--- config.mk ---
export PLATFORM = sky130hd
export DESIGN_NAME = cbw_io_window_irq_cfg
export DESIGN_NICKNAME = d
export VERILOG_FILES = /design/src/verilog/cbw_io_window_irq_cfg.v /design/src/verilog/cbw_window_cmp.v
export VERILOG_INCLUDE_DIRS = /design/src /design/src/verilog
export SDC_FILE = /design/constraint.sdc
export NUM_CORES = 1
export LEC_CHECK = 0
export BUFFER_PORTS_ARGS = -buffer_cell sky130_fd_sc_hd__buf_2
export CORE_MARGIN = 2
export CORE_UTILIZATION = 40
export CTS_CLUSTER_SIZE = 16
export DETAILED_ROUTE_END_ITERATION = 7
export HOLD_SLACK_MARGIN = 0.1
export PLACE_DENSITY = 0.6
export SLEW_MARGIN = 20
export SYNTH_ARGS = -nofsm -noshare
export SYNTH_HDL_FRONTEND = slang
export SYNTH_SLANG_ARGS = --single-unit
--- constraint.sdc ---
create_clock -name clk_in -period 8.9 [get_ports clk_in]
set_input_delay 0.445 -clock clk_in [delete_from_list [all_inputs] [get_ports clk_in]]
set_output_delay 0.445 -clock clk_in [all_outputs]
set_load 0.02 [all_outputs]
--- src/verilog/cbw_consts.vh ---
// Purpose: constants for the cardbus i/o window and interrupt config block
// Assumes: byte addresses on an 8-bit register address port
// Notes:   definitions only
`ifndef CBW_CONSTS_VH
`define CBW_CONSTS_VH

// ****************************************************************
// register offsets (byte addresses, word aligned except the irq pin byte)
// ****************************************************************
`define CBW_OFF_WIN0_BASE   8'h2c
`define CBW_OFF_WIN0_LIMIT  8'h30
`define CBW_OFF_WIN1_BASE   8'h34
`define CBW_OFF_WIN1_LIMIT  8'h38
`define CBW_OFF_IRQ_WORD    8'h3c
`define CBW_OFF_IRQ_LINE    8'h3c
`define CBW_OFF_IRQ_PIN     8'h3d
`define CBW_OFF_DEC_STAT    8'hf0
`define CBW_OFF_HIT_CNT0    8'hf4
`define CBW_OFF_HIT_CNT1    8'hf8

// ****************************************************************
// field layout
// ****************************************************************
`define CBW_BASE_WR_HI      31
`define CBW_BASE_WR_LO      2
`define CBW_LIMIT_WR_HI     15
`define CBW_LIMIT_WR_LO     2
`define CBW_PAGE_HI         31
`define CBW_PAGE_LO         16
`define CBW_LINE_HI         7
`define CBW_PIN_LSB         8
`define CBW_PIN_MSB         15
`define CBW_DW_ONES         2'b11
`define CBW_DW_ZEROS        2'b00

// ****************************************************************
// reset values and fixed answers
// ****************************************************************
`define CBW_BASE_RST        30'h00000000
`define CBW_LIMIT_RST       14'h0000
`define CBW_LINE_RST        8'hff
`define CBW_PIN_RST         8'h03
`define CBW_PIN_INTA        8'h01
`define CBW_PIN_INTB        8'h02
`define CBW_UNMAPPED_RD     32'h00000000

// ****************************************************************
// interrupt signaling modes
// ****************************************************************
`define CBW_MODE_PAR_PCI    2'h0
`define CBW_MODE_PAR_IRQ    2'h1
`define CBW_MODE_SER_IRQ    2'h2
`define CBW_MODE_SER_ALL    2'h3

`endif

--- src/verilog/cbw_io_window_irq_cfg.v ---
// Purpose: i/o window base/limit and interrupt line/pin config registers
// Assumes: mode field and tie bit come from config registers elsewhere
// Notes:   register read data appear one cycle after the read strobe
`timescale 1ns/1ps
`include "cbw_consts.vh"

module cbw_io_window_irq_cfg #(
   parameter FUNC_NUM = 0,
   parameter CNT_W    = 16
) (
   input  wire        clk_in,
   input  wire        sys_rst_in,
   input  wire [7:0]  reg_addr_in,
   input  wire [31:0] reg_wdata_in,
   input  wire        reg_wr_in,
   input  wire        reg_rd_in,
   output wire [31:0] reg_rdata_out,
   input  wire [1:0]  irq_signaling_mode_field_in,
   input  wire        irq_function_tie_bit_in,
   input  wire        pci_io_req_in,
   input  wire [31:0] pci_io_addr_in,
   output wire        pci_dec_valid_out,
   output wire        pci_to_cb_fwd_out,
   output wire [1:0]  pci_win_hit_out,
   input  wire        cb_io_req_in,
   input  wire [31:0] cb_io_addr_in,
   output wire        cb_dec_valid_out,
   output wire        cb_to_pci_fwd_out,
   output wire [1:0]  cb_win_hit_out,
   output wire [1:0]  io_win_en_out,
   output wire [7:0]  irq_routing_line_out,
   output wire [7:0]  irq_pin_value_out
);

   localparam NWIN = 2;

   // ****************************************************************
   // declarations
   // ****************************************************************
   reg  [31:0]         rdata_ff;
   reg  [31:0]         nxt_rdata;
   reg  [7:0]          irq_line_ff;
   reg  [7:0]          irq_pin_ff;
   reg  [7:0]          nxt_irq_pin;
   reg                 pci_valid_ff;
   reg                 pci_fwd_ff;
   reg  [1:0]          pci_hit_ff;
   reg                 cb_valid_ff;
   reg                 cb_fwd_ff;
   reg  [1:0]          cb_hit_ff;
   reg  [1:0]          pci_last_ff;
   reg  [1:0]          cb_last_ff;
   wire [NWIN*30-1:0]  base_flat;
   wire [NWIN*14-1:0]  limit_flat;
   wire [NWIN*CNT_W-1:0] cnt_flat;
   wire [NWIN-1:0]     win_en;
   wire [NWIN-1:0]     pci_hit;
   wire [NWIN-1:0]     cb_hit;
   wire                wr_line;
   wire                pci_any;
   wire                cb_any;
   wire [31:0]         base0_img;
   wire [31:0]         lim0_img;
   wire [31:0]         base1_img;
   wire [31:0]         lim1_img;
   wire [31:0]         irq_img;
   wire [31:0]         stat_img;
   wire [31:0]         cnt0_img;
   wire [31:0]         cnt1_img;

   // ****************************************************************
   // per-window registers, enables and comparators
   // ****************************************************************
   genvar gi;
   generate
      for (gi = 0; gi < NWIN; gi = gi + 1) begin : g_win
         reg  [29:0]      base_ff;
         reg  [13:0]      limit_ff;
         reg  [CNT_W-1:0] cnt_ff;
         reg  [CNT_W-1:0] nxt_cnt;
         wire [7:0]       base_off;
         wire [7:0]       limit_off;
         wire [7:0]       cnt_off;
         wire             wr_base;
         wire             wr_limit;
         wire             wr_cnt;

         assign base_off  = (gi == 0) ? `CBW_OFF_WIN0_BASE :
                                        `CBW_OFF_WIN1_BASE;
         assign limit_off = (gi == 0) ? `CBW_OFF_WIN0_LIMIT :
                                        `CBW_OFF_WIN1_LIMIT;
         assign cnt_off   = (gi == 0) ? `CBW_OFF_HIT_CNT0 :
                                        `CBW_OFF_HIT_CNT1;
         assign wr_base   = reg_wr_in & (reg_addr_in == base_off);
         assign wr_limit  = reg_wr_in & (reg_addr_in == limit_off);
         assign wr_cnt    = reg_wr_in & (reg_addr_in == cnt_off);

         // bits 1..0 of base and limit, and limit 31..16, have no storage
         always @(posedge clk_in or posedge sys_rst_in) begin
            if (sys_rst_in) begin
               base_ff  <= `CBW_BASE_RST;
               limit_ff <= `CBW_LIMIT_RST;
            end else begin
               if (wr_base) begin
                  base_ff <= reg_wdata_in[31:2];
               end
               if (wr_limit) begin
                  limit_ff <= reg_wdata_in[15:2];
               end
            end
         end

         // all-zero window is off, so reset leaves pci-to-card forwarding closed
         assign win_en[gi] = (base_ff != `CBW_BASE_RST) |
                             (limit_ff != `CBW_LIMIT_RST);

         // ************************************************************
         // hit counters
         // ************************************************************
         // saturating hit counter; a hit in the clear cycle still counts
         always @* begin
            nxt_cnt = cnt_ff;
            if (wr_cnt) begin
               nxt_cnt = {CNT_W{1'b0}};
            end
            if (pci_io_req_in & pci_hit[gi] & (nxt_cnt != {CNT_W{1'b1}}))
            begin
               nxt_cnt = nxt_cnt + {{(CNT_W-1){1'b0}}, 1'b1};
            end
         end

         always @(posedge clk_in or posedge sys_rst_in) begin
            if (sys_rst_in) begin
               cnt_ff <= {CNT_W{1'b0}};
            end else begin
               cnt_ff <= nxt_cnt;
            end
         end

         assign base_flat[gi*30 +: 30]     = base_ff;
         assign limit_flat[gi*14 +: 14]    = limit_ff;
         assign cnt_flat[gi*CNT_W +: CNT_W] = cnt_ff;

         // ************************************************************
         // comparators
         // ************************************************************
         // one per direction so both buses decode in the same cycle
         cbw_window_cmp u_pci_cmp (
            .base_in   (base_ff),
            .limit_in  (limit_ff),
            .win_en_in (win_en[gi]),
            .addr_in   (pci_io_addr_in),
            .hit_out   (pci_hit[gi])
         );

         cbw_window_cmp u_cb_cmp (
            .base_in   (base_ff),
            .limit_in  (limit_ff),
            .win_en_in (win_en[gi]),
            .addr_in   (cb_io_addr_in),
            .hit_out   (cb_hit[gi])
         );
      end
   endgenerate

   // ****************************************************************
   // forwarding decisions, registered one cycle after the request
   // ****************************************************************
   assign pci_any = |pci_hit;
   assign cb_any  = |cb_hit;

   always @(posedge clk_in or posedge sys_rst_in) begin
      if (sys_rst_in) begin
         pci_valid_ff <= 1'b0;
         pci_fwd_ff   <= 1'b0;
         pci_hit_ff   <= 2'b00;
         cb_valid_ff  <= 1'b0;
         cb_fwd_ff    <= 1'b0;
         cb_hit_ff    <= 2'b00;
      end else begin
         pci_valid_ff <= pci_io_req_in;
         cb_valid_ff  <= cb_io_req_in;
         // pci i/o inside a window is claimed for the card side
         pci_fwd_ff   <= pci_io_req_in & pci_any;
         pci_hit_ff   <= pci_io_req_in ? pci_hit : 2'b00;
         // card i/o outside every window goes up to pci
         cb_fwd_ff    <= cb_io_req_in & ~cb_any;
         cb_hit_ff    <= cb_io_req_in ? cb_hit : 2'b00;
      end
   end

   // ****************************************************************
   // decode status
   // ****************************************************************
   // last decode result kept for status reads
   always @(posedge clk_in or posedge sys_rst_in) begin
      if (sys_rst_in) begin
         pci_last_ff <= 2'b00;
         cb_last_ff  <= 2'b00;
      end else begin
         if (pci_io_req_in) begin
            pci_last_ff <= pci_hit;
         end
         if (cb_io_req_in) begin
            cb_last_ff <= cb_hit;
         end
      end
   end

   // ****************************************************************
   // interrupt line
   // ****************************************************************
   assign wr_line = reg_wr_in & (reg_addr_in == `CBW_OFF_IRQ_WORD);

   always @(posedge clk_in or posedge sys_rst_in) begin
      if (sys_rst_in) begin
         irq_line_ff <= `CBW_LINE_RST;
      end else if (wr_line) begin
         irq_line_ff <= reg_wdata_in[`CBW_LINE_HI:0];
      end
   end

   // ****************************************************************
   // interrupt pin value
   // ****************************************************************
   // every mode maps the same; the case keeps the mode decode explicit
   always @* begin
      if (irq_function_tie_bit_in) begin
         nxt_irq_pin = `CBW_PIN_INTA;
      end else begin
         case (irq_signaling_mode_field_in)
            `CBW_MODE_PAR_PCI,
            `CBW_MODE_PAR_IRQ,
            `CBW_MODE_SER_IRQ,
            `CBW_MODE_SER_ALL: begin
               nxt_irq_pin = (FUNC_NUM == 0) ? `CBW_PIN_INTA :
                                               `CBW_PIN_INTB;
            end
            default: begin
               nxt_irq_pin = `CBW_PIN_INTA;
            end
         endcase
      end
   end

   // pin shows its printed default for the first cycle after reset
   always @(posedge clk_in or posedge sys_rst_in) begin
      if (sys_rst_in) begin
         irq_pin_ff <= `CBW_PIN_RST;
      end else begin
         irq_pin_ff <= nxt_irq_pin;
      end
   end

   // ****************************************************************
   // read images, fixed bits tied to zero here
   // ****************************************************************
   assign base0_img = {base_flat[29:0], `CBW_DW_ZEROS};
   assign lim0_img  = {16'h0000, limit_flat[13:0], `CBW_DW_ZEROS};
   assign base1_img = {base_flat[59:30], `CBW_DW_ZEROS};
   assign lim1_img  = {16'h0000, limit_flat[27:14], `CBW_DW_ZEROS};
   assign irq_img   = {16'h0000, irq_pin_ff, irq_line_ff};
   assign stat_img  = {26'h0000000, cb_last_ff, pci_last_ff, win_en};
   assign cnt0_img  = {{(32-CNT_W){1'b0}}, cnt_flat[CNT_W-1:0]};
   assign cnt1_img  = {{(32-CNT_W){1'b0}}, cnt_flat[2*CNT_W-1:CNT_W]};

   // ****************************************************************
   // register read, data valid only in the cycle after the strobe
   // ****************************************************************
   always @* begin
      nxt_rdata = `CBW_UNMAPPED_RD;
      if (reg_rd_in) begin
         case (reg_addr_in)
            `CBW_OFF_WIN0_BASE: begin
               nxt_rdata = base0_img;
            end
            `CBW_OFF_WIN0_LIMIT: begin
               nxt_rdata = lim0_img;
            end
            `CBW_OFF_WIN1_BASE: begin
               nxt_rdata = base1_img;
            end
            `CBW_OFF_WIN1_LIMIT: begin
               nxt_rdata = lim1_img;
            end
            `CBW_OFF_IRQ_WORD: begin
               nxt_rdata = irq_img;
            end
            `CBW_OFF_DEC_STAT: begin
               nxt_rdata = stat_img;
            end
            `CBW_OFF_HIT_CNT0: begin
               nxt_rdata = cnt0_img;
            end
            `CBW_OFF_HIT_CNT1: begin
               nxt_rdata = cnt1_img;
            end
            default: begin
               nxt_rdata = `CBW_UNMAPPED_RD;
            end
         endcase
      end
   end

   // ****************************************************************
   // read data register
   // ****************************************************************
   // zero outside the slot so a stale word never looks like an answer
   always @(posedge clk_in or posedge sys_rst_in) begin
      if (sys_rst_in) begin
         rdata_ff <= `CBW_UNMAPPED_RD;
      end else begin
         rdata_ff <= nxt_rdata;
      end
   end

   // ****************************************************************
   // outputs
   // ****************************************************************
   assign reg_rdata_out        = rdata_ff;
   assign pci_dec_valid_out    = pci_valid_ff;
   assign pci_to_cb_fwd_out    = pci_fwd_ff;
   assign pci_win_hit_out      = pci_hit_ff;
   assign cb_dec_valid_out     = cb_valid_ff;
   assign cb_to_pci_fwd_out    = cb_fwd_ff;
   assign cb_win_hit_out       = cb_hit_ff;
   assign io_win_en_out        = win_en;
   assign irq_routing_line_out = irq_line_ff;
   assign irq_pin_value_out    = irq_pin_ff;

endmodule // cbw_io_window_irq_cfg

--- src/verilog/cbw_window_cmp.v ---
// Purpose: address compare against one i/o window
// Assumes: base holds bits 31..2, limit holds bits 15..2
// Notes:   purely combinational, one per window and direction
`timescale 1ns/1ps
`include "cbw_consts.vh"

module cbw_window_cmp (
   input  wire [29:0] base_in,
   input  wire [13:0] limit_in,
   input  wire        win_en_in,
   input  wire [31:0] addr_in,
   output wire        hit_out
);

   wire [31:0] base_full;
   wire [15:0] top_full;
   wire        page_eq;
   wire        above_bot;
   wire        below_top;

   assign base_full = {base_in, `CBW_DW_ZEROS};
   // low limit bits count as ones so the top dword is inside
   assign top_full  = {limit_in, `CBW_DW_ONES};
   // page comes only from the base register
   assign page_eq   = addr_in[31:16] == base_full[31:16];
   assign above_bot = addr_in[15:0] >= base_full[15:0];
   assign below_top = addr_in[15:0] <= top_full;
   assign hit_out   = win_en_in & page_eq & above_bot & below_top;

endmodule // cbw_window_cmp

== After elaboration in Yosys (flattened, before gate mapping) ==
Index checks and enable logic that the tools add are counted.

* Register bits after elaboration: 180

* Multiplexer cells: 10
* Reduce and logical (&&, ||, !) cells: 8
* Equal/unequal tests: 17
* Magnitude comparators: 8
* Bitwise gates (word level): 28
* Add/subtract/negate cells: 2

{| class="wikitable"
|+ Operators by type and width
! cell !! count
|-
| one-hot mux 32 bit (8 select lines) || 1
|-
| == test 16 bit || 4
|-
| >= comparator 16 bit || 4
|-
| <= comparator 16 bit || 4
|-
| 2-to-1 mux 16 bit || 4
|-
| nonzero test 30 bit || 2
|-
| == test 8 x 6 -> 1 bit, second input constant || 5
|-
| adder 16 x 1 -> 16 bit, second input constant || 2
|-
| 2-to-1 mux 32 bit || 1
|-
| != test 16 bit, second input constant || 2
|-
| nonzero test 14 bit || 2
|-
| bitwise AND 1 bit || 25
|-
| == test 8 bit, second input constant || 3
|-
| 2-to-1 mux 8 bit || 2
|-
| == test 2 bit, second input constant || 2
|-
| 2-to-1 mux 2 bit || 2
|-
| OR reduction 2 bit || 2
|-
| OR reduction 4 bit || 1
|-
| == test 2 x 1 -> 1 bit, second input constant || 1
|-
| logical NOT 2 bit || 1
|-
| OR 1 bit || 2
|-
| NOT 1 bit || 1
|}

== Depth between registers and ports, before layout ==
Gate-level depths: netlist (run 1).

* Depth in word-level cells: 8
* Gate-level depth with buffers: 13
* Depth with buffers taken out: 11

== Modules after synthesis ==
From an unflattened synthesis (run 1), not the netlist that was laid out.

* Cell total of the unflattened synthesis: 1,121
* Area total of the unflattened synthesis: 11,242.0 um^2

{| class="wikitable"
|+ By module, submodules not included
! module !! times used !! area an instance (um^2) !! cells an instance
|-
| cbw_io_window_irq_cfg || 1 || 7,714.9 || 630
|-
| cbw_window_cmp (g_win[0].u_cb_cmp ...) || 3 || 882.1 || 123
|-
| cbw_window_cmp (g_win[1].u_pci_cmp) || 1 || 880.8 || 122
|}

== Worst setup path after synthesis (run 1) ==
Ideal clock, no wire load.

* Kind: input port to flip-flop
* Start point: input port reg_addr_in[1]
* End point: register g_win[1].cnt_ff[13]
* Path slack: 5.341 ns
* Data arrival time: 3.438 ns
* Cell stages on the path: 13
* Data required time: 8.780 ns
* Cell sequence: or4b_1 buf_2 nor3_1 nor2b_1 ha_1 and4_1 clkbuf_1 and4_1 a2111oi_0 nand3_1 a211oi_2 a211oi_1 a31o_2

* Word-level cells in the longest chain between the ends: 6
* Elaborated cells between the ends (all ways): 7
* Classes of those cells: add/sub (1); eq/ne (2); mux (2); bitwise (2)

{| class="wikitable"
|+ RTL lines
! item !! line !! source
|-
| start: declaration || cbw_io_window_irq_cfg.v:13 || <nowiki>input wire [7:0] reg_addr_in,</nowiki>
|-
| == test 8 bit * || cbw_io_window_irq_cfg.v:96 || <nowiki>assign wr_cnt = reg_wr_in & (reg_addr_in == cnt_off);</nowiki>
|-
| bitwise AND 1 bit * || cbw_io_window_irq_cfg.v:96 ||
|-
| 2-to-1 mux 16 bit * || cbw_io_window_irq_cfg.v:123 || <nowiki>if (wr_cnt) begin</nowiki>
|-
| parallel branches: the longest is 2 deep, another holds adder 16 x 1 -> 16 bit || - ||
|-
| 2-to-1 mux 16 bit * || cbw_io_window_irq_cfg.v:126 || <nowiki>if (pci_io_req_in & pci_hit[gi] & (nxt_cnt != {CNT_W{1'b1}}))</nowiki>
|-
| named net g_win[1].nxt_cnt[13] || cbw_io_window_irq_cfg.v:80 || <nowiki>reg [CNT_W-1:0] nxt_cnt;</nowiki>
|-
| end signal: assignment || cbw_io_window_irq_cfg.v:134 || <nowiki>cnt_ff <= {CNT_W{1'b0}};</nowiki>
|-
| end signal: assignment || cbw_io_window_irq_cfg.v:136 || <nowiki>cnt_ff <= nxt_cnt;</nowiki>
|-
| end: declaration || cbw_io_window_irq_cfg.v:79 || <nowiki>reg [CNT_W-1:0] cnt_ff;</nowiki>
|}

Mark *: on every way through the listed nets, which the timed path passes.
A chain may end at the register's enable or synchronous reset.

== Worst setup path after layout (run 1) ==
* Start point: register g_win[0].base_ff[0]
* End point: register g_win[0].cnt_ff[9]

* Word-level cells in the longest chain between the ends: 8
* Elaborated cells between the ends (all ways): 9
* Classes of those cells: order compare (1); mux (1); bitwise (6); reduce/logical (1)

{| class="wikitable"
|+ RTL lines
! item !! line !! source
|-
| start: declaration || cbw_io_window_irq_cfg.v:77 || <nowiki>reg [29:0] base_ff;</nowiki>
|-
| start signal: assignment || cbw_io_window_irq_cfg.v:101 || <nowiki>base_ff <= `CBW_BASE_RST;</nowiki>
|-
| start signal: assignment || cbw_io_window_irq_cfg.v:105 || <nowiki>base_ff <= reg_wdata_in[31:2];</nowiki>
|-
| parallel branches: the longest is 3 deep, another holds >= comparator 16 bit || - ||
|-
| bitwise AND 1 bit * (2 in series) || cbw_window_cmp.v:28 || <nowiki>assign hit_out = win_en_in & page_eq & above_bot & below_top;</nowiki>
|-
| bitwise AND 1 bit * (2 in series) || cbw_io_window_irq_cfg.v:126 ||
|-
| 2-to-1 mux 16 bit * || cbw_io_window_irq_cfg.v:126 ||
|-
| named net g_win[0].nxt_cnt[9] || cbw_io_window_irq_cfg.v:80 ||
|-
| end signal: assignment || cbw_io_window_irq_cfg.v:134 ||
|-
| end signal: assignment || cbw_io_window_irq_cfg.v:136 ||
|-
| end: declaration || cbw_io_window_irq_cfg.v:79 ||
|}

Marked as above.

==> qor.txt, run 1 <==
global-route wire length before repair -> 56.3 mm
Vert. Die Dim -> 171 µm
Ys Warns -> 0
worst r2r src -> g_win[0].base_ff[0]$_DFFE_PP0P_
Fin Clk Skew -> 0.0111 ns
#FFs+latches synth -> 173
DRC Markers -> 0
Pwr Density -> 147 nW/µm²
count of cell types in the netlist -> 65
Slowest-stage cell, CP -> nand4_1
antenna violations before repair -> 0
Worst path depth -> 8
reg2reg end -> g_win[0].cnt_ff[9]$_DFF_PP0_
DR vias -> 9419
DP HPWL -> 28.3 mm
CP bufs+invs -> 0
WP data arrival -> 4.37 ns
period utilization -> 45.1%
Fin. Hold Viols -> 0
cell chain of the critical path -> ha_1 > nor4bb_1 > o311ai_0 > and3_1 > o21ai_0 > nand4_1 > or4_1 > a21oi_1
register area share after synthesis -> 38.8%
Period minus WS final -> 4.01 ns
status -> completed
pin count of the biggest net entering global routing -> 116
WL/cell -> 22.2 µm
CP startpoint kind -> flop
vias in the first global route -> 9478
# setup viols final -> 0
cell count of the worst reg-to-reg path -> 8
CP Capture Point -> g_win[0].cnt_ff[9]$_DFF_PP0_
# nets final -> 1475
number of synthesized flops with an enable pin -> 0
Die X -> 171 µm
clk_lat worst skew -> 0.44 ns
H-tree depth -> 4
Global Route Usage Sum -> 25.4%
area leader, netlist -> dfrtp_1
Post-Route WL -> 36.3 mm
hold slack -> 0.151 ns
worst-case clock buffer depth -> 2
setup repair bufs after CTS -> 0
top cell type's share of synthesized area -> 36.7%
sum of negative setup slack -> 0 ns
IO Port Bufs -> 160
Clock Sinks -> 173
max-slew violation count -> 0
Synth Instances -> 1095
Slew HR -> 27.4%
1st-pass router iterations -> 5
slowest stage delay, CP -> 0.91 ns
post-cts gate resize count -> 0
r2r setup slk -> 4.89 ns
total gr overflow -> 0
Worst Hold Class -> input port to asynchronous set/reset pin
Crit Path Max Fanout -> 24
Fmax -> 249 MHz
area added between synthesis and finish -> 16.3%
Worst-path clk slew -> 0.08 ns
RSZ-0062 raised after global routing -> no
CP Class -> flop to flop
antenna-violating nets left -> 0
routability cong. -> 0.909
crit path launch -> g_win[0].base_ff[0]$_DFFE_PP0P_
area occupied by multi-input gates -> 6410 µm²
synthesized area per cell -> 10.2 µm²
initial core utilization -> 40.5%
commonest non-fill, non-tap cell in the layout -> dfrtp_1
final design utilization -> 47.1%
clock root buffer master -> clkbuf_16
CTS tree -> built
Max Cap Viol -> 0
crit-path leading delay family -> simple AND/OR/NAND/NOR gates
Worst Setup End Kind -> flop
CP required -> 9.26 ns
IO Count -> 171
Layout fillers -> 2656
Antenna Cells -> 0
CTS Buf Count -> 17
sequential cell area -> 4340 µm²
Iter 0 DRT Violations -> 664
via/cell ratio -> 5.75
core area -> 27600 µm²
cell row count -> 61
ratio of cells with drive above 1 in the final layout -> 25.5%
Hold Buf Count CTS -> 0
Tightest Pin Transition -> 1.08 ns
VDD IR-drop max -> 0.103 mV
die area -> 29300 µm²
Leakage -> 6.08 nW
highest-count cells in the layout ignoring fill and taps -> dfrtp_1 (164), buf_2 (160), ha_1 (114), mux2_2 (97), inv_1 (74)
mapped cell area -> 11200 µm²
ys flop type -> dfrtp_1
synth top area cells -> dfrtp_1 (37%), ha_1 (13%), mux2_2 (9.8%)
Post-synth ARST share -> 100%
[worst register-to-register path: stages (launching register included)]
cell,delay (ns)
dfrtp_1,0.48
ha_1,0.31
nor4bb_1,0.26
o311ai_0,0.17
and3_1,0.22
o21ai_0,0.64
nand4_1,0.91
or4_1,0.78
a21oi_1,0.16
[power by group]
group	internal, W	leakage [nW]	total, W	switching [W]
registers	0.000811	2.34	0.000848	0.0000375
clock network	0.000408	0.303	0.000775	0.000368
logic	0.000118	3.44	0.000294	0.000176
total	0.00134	6.08	0.00192	0.000581
[kinds of logic (layout without fill, tap and decap cells)]
family | after synthesis | after routing | synth area share, %
mux | 116 | 116 | 11.5
xor+xnor | 71 | 71 | 5.56
other cells | 2 | 8 | 0.0671
flops | 173 | 173 | 38.8
buf+inv | 116 | 276 | 4.21
compound gates | 204 | 204 | 12.8
simple gates | 299 | 299 | 14.3
fa+ha+maj | 114 | 114 | 12.8
[final cells by class]
class                           instances  area share [%]
Multi-Input combinational cell        812            49.3
Sequential cell                       173            33.4
Timing Repair Buffer                  169            6.68
Tap cell                              378            3.64
Clock buffer                           17            3.27
Inverter                               75            2.22
Clock inverter                         15            1.52
[synth_stat cells (all sizes together), types with 3 or more instances]
cell	number
or3	7
o31ai	10
a222oi	8
mux2	97
a22oi	22
inv	75
o2111a	3
nor4b	3
and3	7
a31o	4
nor3	12
and4b	3
xor2	44
nor2b	7
nand2	52
or4	8
a21oi	57
dfstp	9
o21ai	20
a211oi	10
o211ai	3
nor4	40
mux2i	19
xnor2	27
dfrtp	164
or2	5
nand4	44
a221oi	20
a21o	21
buf	17
nor2	68
nand3	20
a31oi	3
and4	10
ha	114
clkbuf	24
and2	5
[worst min path at each step]
stage | start | endpoint
after floorplan | cb_last_ff[0]$_DFFE_PP0P_ | cb_last_ff[0]$_DFFE_PP0P_
after global placement | cb_last_ff[0]$_DFFE_PP0P_ | cb_last_ff[0]$_DFFE_PP0P_
after detailed placement | cb_last_ff[0]$_DFFE_PP0P_ | cb_last_ff[0]$_DFFE_PP0P_
after CTS | cb_io_req_in | cb_dec_valid_out$_DFF_PP0_
after global routing | cb_io_req_in | cb_dec_valid_out$_DFF_PP0_
final | sys_rst_in | g_win[1].limit_ff[0]$_DFFE_PP0P_
[metal layers]
layer	wire length [µm]	vias up	global-route usage, %	share of wire (%)
li1	-	4400	-	-
met1	16300	4648	35.2	45
met2	16900	328	41.3	47
met3	2390	43	4.58	6.6
met4	714	0	6.19	2.0
met5	0	-	0	0
[sequential cells by signal (all words and copies together), names as in the netlist, 2 cells and up]
signal / flops
irq_routing_line_out: 8
g_win.limit_ff: 28
reg_rdata_out: 32
g_win.base_ff: 60
cb_win_hit_out: 2
g_win.cnt_ff: 32
pci_win_hit_out: 2
cb_last_ff: 2
pci_last_ff: 2
[metrics by stage]
stage	cell area [µm²]	instances	setup WS [ns]	power [W]
floorplan	11200	1101	3.78	0.00103
global placement	12400	1607	4.75	0.00115
detailed placement	12400	1607	4.68	0.00115
CTS	13000	1639	4.91	0.00193
global route	13000	1639	4.64	0.00200
finish	13000	1639	4.89	0.00192
(Power assumes the default switching activity.)
==> run 2: changes to the inputs <==
--- a/config.mk
+++ b/config.mk
@@ -12,7 +12,7 @@
 export CTS_CLUSTER_SIZE = 16
 export DETAILED_ROUTE_END_ITERATION = 7
 export HOLD_SLACK_MARGIN = 0.1
-export PLACE_DENSITY = 0.6
+export PLACE_DENSITY = 0.62
 export SLEW_MARGIN = 20
 export SYNTH_ARGS = -nofsm -noshare
 export SYNTH_HDL_FRONTEND = slang
==> constraint.sdc (replaced) <==
create_clock -name clk_in -period 3.32 [get_ports clk_in]
set_input_delay 0.166 -clock clk_in [delete_from_list [all_inputs] [get_ports clk_in]]
set_output_delay 0.166 -clock clk_in [all_outputs]
set_load 0.02 [all_outputs]
==> run 2 against run 1 <==
Wire length is 0.93% higher. Sequential share of layout area is 1.2 points lower. Critical endpoint is now g_win[0].cnt_ff[12]$_DFF_PP0_. Hold slack better by 0.15 ns. Critical path depth is 2 higher. Combinational power grew to 2.9 times the previous value.
==> qor.txt, run 2 (synthesized netlist as in run 1, its figures left out) <==
Internal -> 0.00354 W
WP data arrival -> 3.38 ns
Period minus WS final -> 3.02 ns
highest-count cells in the layout ignoring fill and taps -> dfrtp_1 (164), buf_2 (160), ha_1 (114), mux2_2 (97), inv_1 (74)
# nets final -> 1534
core area -> 27600 µm²
Worst Setup End Kind -> flop
DR vias -> 9792
Layout fillers -> 2671
clk_lat worst skew -> 0.44 ns
Crit Path Max Fanout -> 24
commonest non-fill, non-tap cell in the layout -> dfrtp_1
Antenna Cells -> 0
worst r2r src -> g_win[0].limit_ff[7]$_DFFE_PP0P_
Worst path depth -> 10
placed insts -> 1631
worst-case clock buffer depth -> 2
final non-filler cell total -> 1698
IO Port Bufs -> 160
die area -> 29300 µm²
area occupied by multi-input gates -> 6410 µm²
CP Class -> flop to flop
Worst Hold Class -> input port to flop
VDD IR-drop max -> 0.226 mV
Max Cap Viol -> 0
antenna-violating nets left -> 0
crit-path leading delay family -> compound AO/OA/AOI/OAI gates
HP Start -> reg_rd_in
initial core utilization -> 40.5%
area added between synthesis and finish -> 20.7%
ratio of cells with drive above 1 in the final layout -> 26.1%
via/cell ratio -> 5.77
WHS Path Cells -> 4
Fmax -> 331 MHz
hold slack -> 0.298 ns
max reg flops -> 60
Net Sw Frac -> 30.5%
vias in the first global route -> 9629
H-tree depth -> 4
period utilization -> 91.1%
1st-pass router iterations -> 6
NetSw -> 0.00156 W
sequential fraction of design power -> 44.6%
cell count of the worst reg-to-reg path -> 10
total gr overflow -> 0
pin count of the biggest net entering global routing -> 95
cell chain of the critical path -> inv_1 > ha_1 > a21oi_1 > o21ai_0 > a221oi_1 > a22o_1 > nand4_1 > buf_4 > or4_1 > a21oi_1
IO Count -> 171
Reg with most FFs -> g_win.base_ff
most frequent cell on the critical path -> a21oi_1
CP bufs+invs -> 2
Vert. Die Dim -> 171 µm
WL/cell -> 21.6 µm
sum of negative setup slack -> 0 ns
final design utilization -> 48.9%
CP required -> 3.68 ns
CTS tree -> built
global-route wire length before repair -> 55.7 mm
Die X -> 171 µm
DRC Markers -> 0
slowest stage delay, CP -> 0.52 ns
CP startpoint kind -> flop
# setup viols final -> 0
Global Route Usage Sum -> 25.3%
RSZ-0062 raised after global routing -> no
clock group share of total power -> 38.7%
Worst-path clk slew -> 0.08 ns
Gate power share -> 16.8%
cell row count -> 61
Post-Route WL -> 36.6 mm
Iter 0 DRT Violations -> 835
Slew HR -> 29.7%
Clock Sinks -> 173
clock root buffer master -> clkbuf_16
sequential cell area -> 4340 µm²
post-cts gate resize count -> 0
routability cong. -> 0.949
Worst Hold End -> reg_rdata_out[22]$_DFF_PP0_
Fin. Hold Viols -> 0
r2r setup slk -> 0.30 ns
reg2reg end -> g_win[0].cnt_ff[12]$_DFF_PP0_
CTS Buf Count -> 17
Leakage -> 6.32 nW
Pwr Density -> 378 nW/µm²
DP HPWL -> 28.7 mm
area post-placement -> 12600 µm²
Tightest Pin Transition -> 1.04 ns
max-slew violation count -> 0
status -> completed
design area -> 13500 µm²
Slowest-stage cell, CP -> or4_1
Fin Clk Skew -> 0.00970 ns
antenna violations before repair -> 1
run 2: changes by cell type in the layout (fill, tap and decap cells not counted), sizes merged:
cell and change:
dlygate4sd3 +35, buf +24, inv +1, bufinv -1, clkinv -4, clkinvlp +4
run 2: power groups by stage:
stage          Sequential (W)  Clock, W  Combinational, W
3_3_place_gp          0.00231         0          0.000790
3_5_place_dp          0.00231         0          0.000814
5_1_grt               0.00228   0.00209          0.000951
4_1_cts               0.00227   0.00199          0.000851
2_1_floorplan         0.00228         0          0.000489
6_report              0.00227   0.00197          0.000855
run 2: timing repair:
item | in CTS | in global routing
endpoints found under the hold margin | 126 | 0
hold buffers | 35 | 0
setup buffers | 0 | 0
run 2: final cells by class:
cell class | count | share of cell area, %
repair buffers | 228 | 10.5
multi-input cells | 812 | 47.5
clock buffers | 17 | 3.15
flip-flops and latches | 173 | 32.1
inverters | 75 | 2.11
well taps | 378 | 3.50
clock inverters | 15 | 1.08
run 2: tightest hold or removal path: cells and delay by family:
kind                   cells  cell delay (ns)
buffers and inverters      2             0.35
AND/OR/NAND/NOR            1             0.14
AO/OA/AOI/OAI              1             0.04
run 2: metrics by stage:
step	setup WS, ns	total power, W
2_1_floorplan	0.0404	0.00277
3_3_place_gp	0.159	0.00310
3_5_place_dp	0.0689	0.00313
4_1_cts	0.327	0.00512
5_1_grt	0.108	0.00532
6_report	0.296	0.00510
run 2: worst max path at each step:
stage / startpoint / to
finish: g_win[0].limit_ff[7]$_DFFE_PP0P_ / g_win[0].cnt_ff[12]$_DFF_PP0_
global route: g_win[0].base_ff[1]$_DFFE_PP0P_ / g_win[0].cnt_ff[12]$_DFF_PP0_
CTS: g_win[0].limit_ff[7]$_DFFE_PP0P_ / g_win[0].cnt_ff[12]$_DFF_PP0_
detailed placement: reg_addr_in[1] / g_win[1].cnt_ff[13]$_DFF_PP0_
global placement: reg_addr_in[1] / g_win[1].cnt_ff[11]$_DFF_PP0_
floorplan: reg_addr_in[1] / g_win[1].cnt_ff[13]$_DFF_PP0_
run 2: routing by layer:
| layer | track usage [%] | vias to the layer above | routed length, µm |
|---|---|---|---|
| li1 | - | 4519 | - |
| met1 | 34.2 | 4760 | 15700 |
| met2 | 40.1 | 441 | 16700 |
| met3 | 4.92 | 72 | 2880 |
| met4 | 9.91 | 0 | 1350 |
| met5 | 0 | - | 0 |
==> run 3: changes to the inputs <==
--- a/config.mk
+++ b/config.mk
@@ -13,6 +13,7 @@
 export DETAILED_ROUTE_END_ITERATION = 7
 export HOLD_SLACK_MARGIN = 0.1
 export PLACE_DENSITY = 0.62
+export RECOVER_POWER = 100
 export SLEW_MARGIN = 20
 export SYNTH_ARGS = -nofsm -noshare
 export SYNTH_HDL_FRONTEND = slang
==> run 3 against run 2 <==
Clock skew rose by 0.00064 ns. The flow now finishes with violations (max-capacitance violations, max-slew violations). Critical path type unchanged. Setup slack got worse by 0.0032 ns. Largest cell class unchanged. Global-route usage did not move.
==> qor.txt, run 3 (synthesized netlist as in run 1, its figures left out) <==
Reg with most FFs -> g_win.base_ff
crit path launch -> g_win[0].limit_ff[7]$_DFFE_PP0P_
CP Capture Point -> g_win[0].cnt_ff[12]$_DFF_PP0_
max-slew violation count -> 31
DR vias -> 9807
sum of negative setup slack -> 0 ns
area occupied by multi-input gates -> 6400 µm²
total gr overflow -> 0
Worst path depth -> 10
Vert. Die Dim -> 171 µm
Period minus WS final -> 3.03 ns
global-route wire length before repair -> 55.7 mm
clock root buffer master -> clkbuf_16
cell count of the worst reg-to-reg path -> 10
Die X -> 171 µm
routability cong. -> 0.949
crit-path leading delay family -> compound AO/OA/AOI/OAI gates
Worst Setup End Kind -> flop
die area -> 29300 µm²
WHS Path Cells -> 4
initial core utilization -> 40.5%
Post-Route WL -> 36.7 mm
antenna-violating nets left -> 0
ratio of cells with drive above 1 in the final layout -> 21.4%
Fin. Hold Viols -> 0
Slowest-stage cell, CP -> or4_1
IO Count -> 171
vias in the first global route -> 9629
antenna violations before repair -> 1
worst r2r src -> g_win[0].limit_ff[7]$_DFFE_PP0P_
via/cell ratio -> 5.78
WP data arrival -> 3.39 ns
Fmax -> 330 MHz
1st-pass router iterations -> 5
cell chain of the critical path -> inv_1 > ha_1 > a21oi_1 > o21ai_0 > a221oi_1 > a22o_1 > nand4_1 > buf_4 > or4_1 > a21oi_1
Clock Sinks -> 173
CTS Buf Count -> 17
highest-count cells in the layout ignoring fill and taps -> dfrtp_1 (164), ha_1 (114), buf_2 (106), mux2_2 (97), inv_1 (74)
CP bufs+invs -> 2
DRC Markers -> 0
reg2reg end -> g_win[0].cnt_ff[12]$_DFF_PP0_
WL/cell -> 21.6 µm
Leakage -> 6.06 nW
failing checks -> max-capacitance violations, max-slew violations
status -> complete, but fails checks
DP HPWL -> 28.7 mm
worst-case clock buffer depth -> 2
CP required -> 3.68 ns
pin count of the biggest net entering global routing -> 95
RSZ-0062 raised after global routing -> no
Slew HR -> -11.8%
Worst Hold Class -> input port to flop
Fin Clk Skew -> 0.0103 ns
Max Cap Viol -> 1
Layout fillers -> 2712
slowest stage delay, CP -> 0.52 ns
H-tree depth -> 4
max reg flops -> 60
Pwr Density -> 380 nW/µm²
placed insts -> 1631
# setup viols final -> 0
commonest non-fill, non-tap cell in the layout -> dfrtp_1
VDD IR-drop max -> 0.225 mV
core area -> 27600 µm²
CTS tree -> built
# nets final -> 1534
most frequent cell on the critical path -> a21oi_1
area added between synthesis and finish -> 19.5%
CP Class -> flop to flop
Worst-path clk slew -> 0.08 ns
Antenna Cells -> 0
period utilization -> 91.2%
cell row count -> 61
Iter 0 DRT Violations -> 787
sequential cell area -> 4340 µm²
Global Route Usage Sum -> 25.3%
CP startpoint kind -> flop
Tightest Pin Transition -> 1.68 ns
IO Port Bufs -> 160
clk_lat worst skew -> 0.44 ns
r2r setup slk -> 0.29 ns
final non-filler cell total -> 1698
Crit Path Max Fanout -> 24
## run 3: cell count changes in the layout (fill, tap and decap cells not counted), sizes merged
cell,delta
clkbuf,+66
buf,-66
## run 3: worst register-to-register path, delay by kind of cell, from the launching register on
family          cells  cell delay (ns)
compound gates      5             1.24
simple gates        2             0.65
flops               1             0.44
buf+inv             2             0.32
fa+ha+maj           1             0.29
## run 3: report_power, final
group	internal (W)	total (W)	leakage, nW	switching, W
registers	0.00217	0.00227	2.34	0.000101
logic	0.000355	0.000838	3.45	0.000483
clock network	0.00100	0.00197	0.275	0.000967
total	0.00353	0.00508	6.06	0.00155
## run 3: worst min path at each step
stage,from,endpoint,slack [ns]
after floorplan,cb_io_req_in,cb_dec_valid_out$_DFF_PP0_,0.20
after global placement,sys_rst_in,g_win[0].base_ff[20]$_DFFE_PP0P_,0.24
after detailed placement,sys_rst_in,g_win[0].base_ff[20]$_DFFE_PP0P_,0.24
after CTS,cb_io_addr_in[25],cb_win_hit_out[1]$_DFF_PP0_,0.29
after global routing,reg_rd_in,reg_rdata_out[22]$_DFF_PP0_,0.30
final,reg_rd_in,reg_rdata_out[22]$_DFF_PP0_,0.30
## run 3: cell type report
class                           count  share of cell area (%)
Clock buffer                       17                    3.18
Sequential cell                   173                    32.5
Tap cell                          378                    3.54
Timing Repair Buffer              228                    9.70
Inverter                           75                    2.12
Multi-Input combinational cell    812                    47.9
Clock inverter                     15                    1.10
## run 3: what timing repair did
action                    4_1_cts  5_1_grt
hold endpoints to repair      126        0
gates resized for setup         0        0
buffers inserted                0        0
hold buffers                   35        0
## run 3: stage by stage
step / instance area (µm²) / hold slack [ns] / total power [W] / utilization (%) / setup WS (ns)
4_1_cts: 13500 / 0.285 / 0.00512 / 48.9 / 0.327
3_3_place_gp: 12600 / 0.235 / 0.00310 / 45.5 / 0.159
3_5_place_dp: 12600 / 0.244 / 0.00313 / 45.5 / 0.0689
5_1_grt: 13400 / 0.303 / 0.00530 / 48.4 / 0.108
6_report: 13400 / 0.300 / 0.00508 / 48.4 / 0.293
2_1_floorplan: 11200 / 0.197 / 0.00277 / - / 0.0404
## run 3: routing by layer
layer | wire length, µm | part of all wire (%) | vias up | GRT usage, %
met5 | 0 | 0 | - | 0
met4 | 1400 | 3.8 | 0 | 9.91
met3 | 2990 | 8.2 | 78 | 4.92
met2 | 16600 | 45 | 441 | 40.1
met1 | 15700 | 43 | 4760 | 34.2
li1 | - | - | 4528 | -
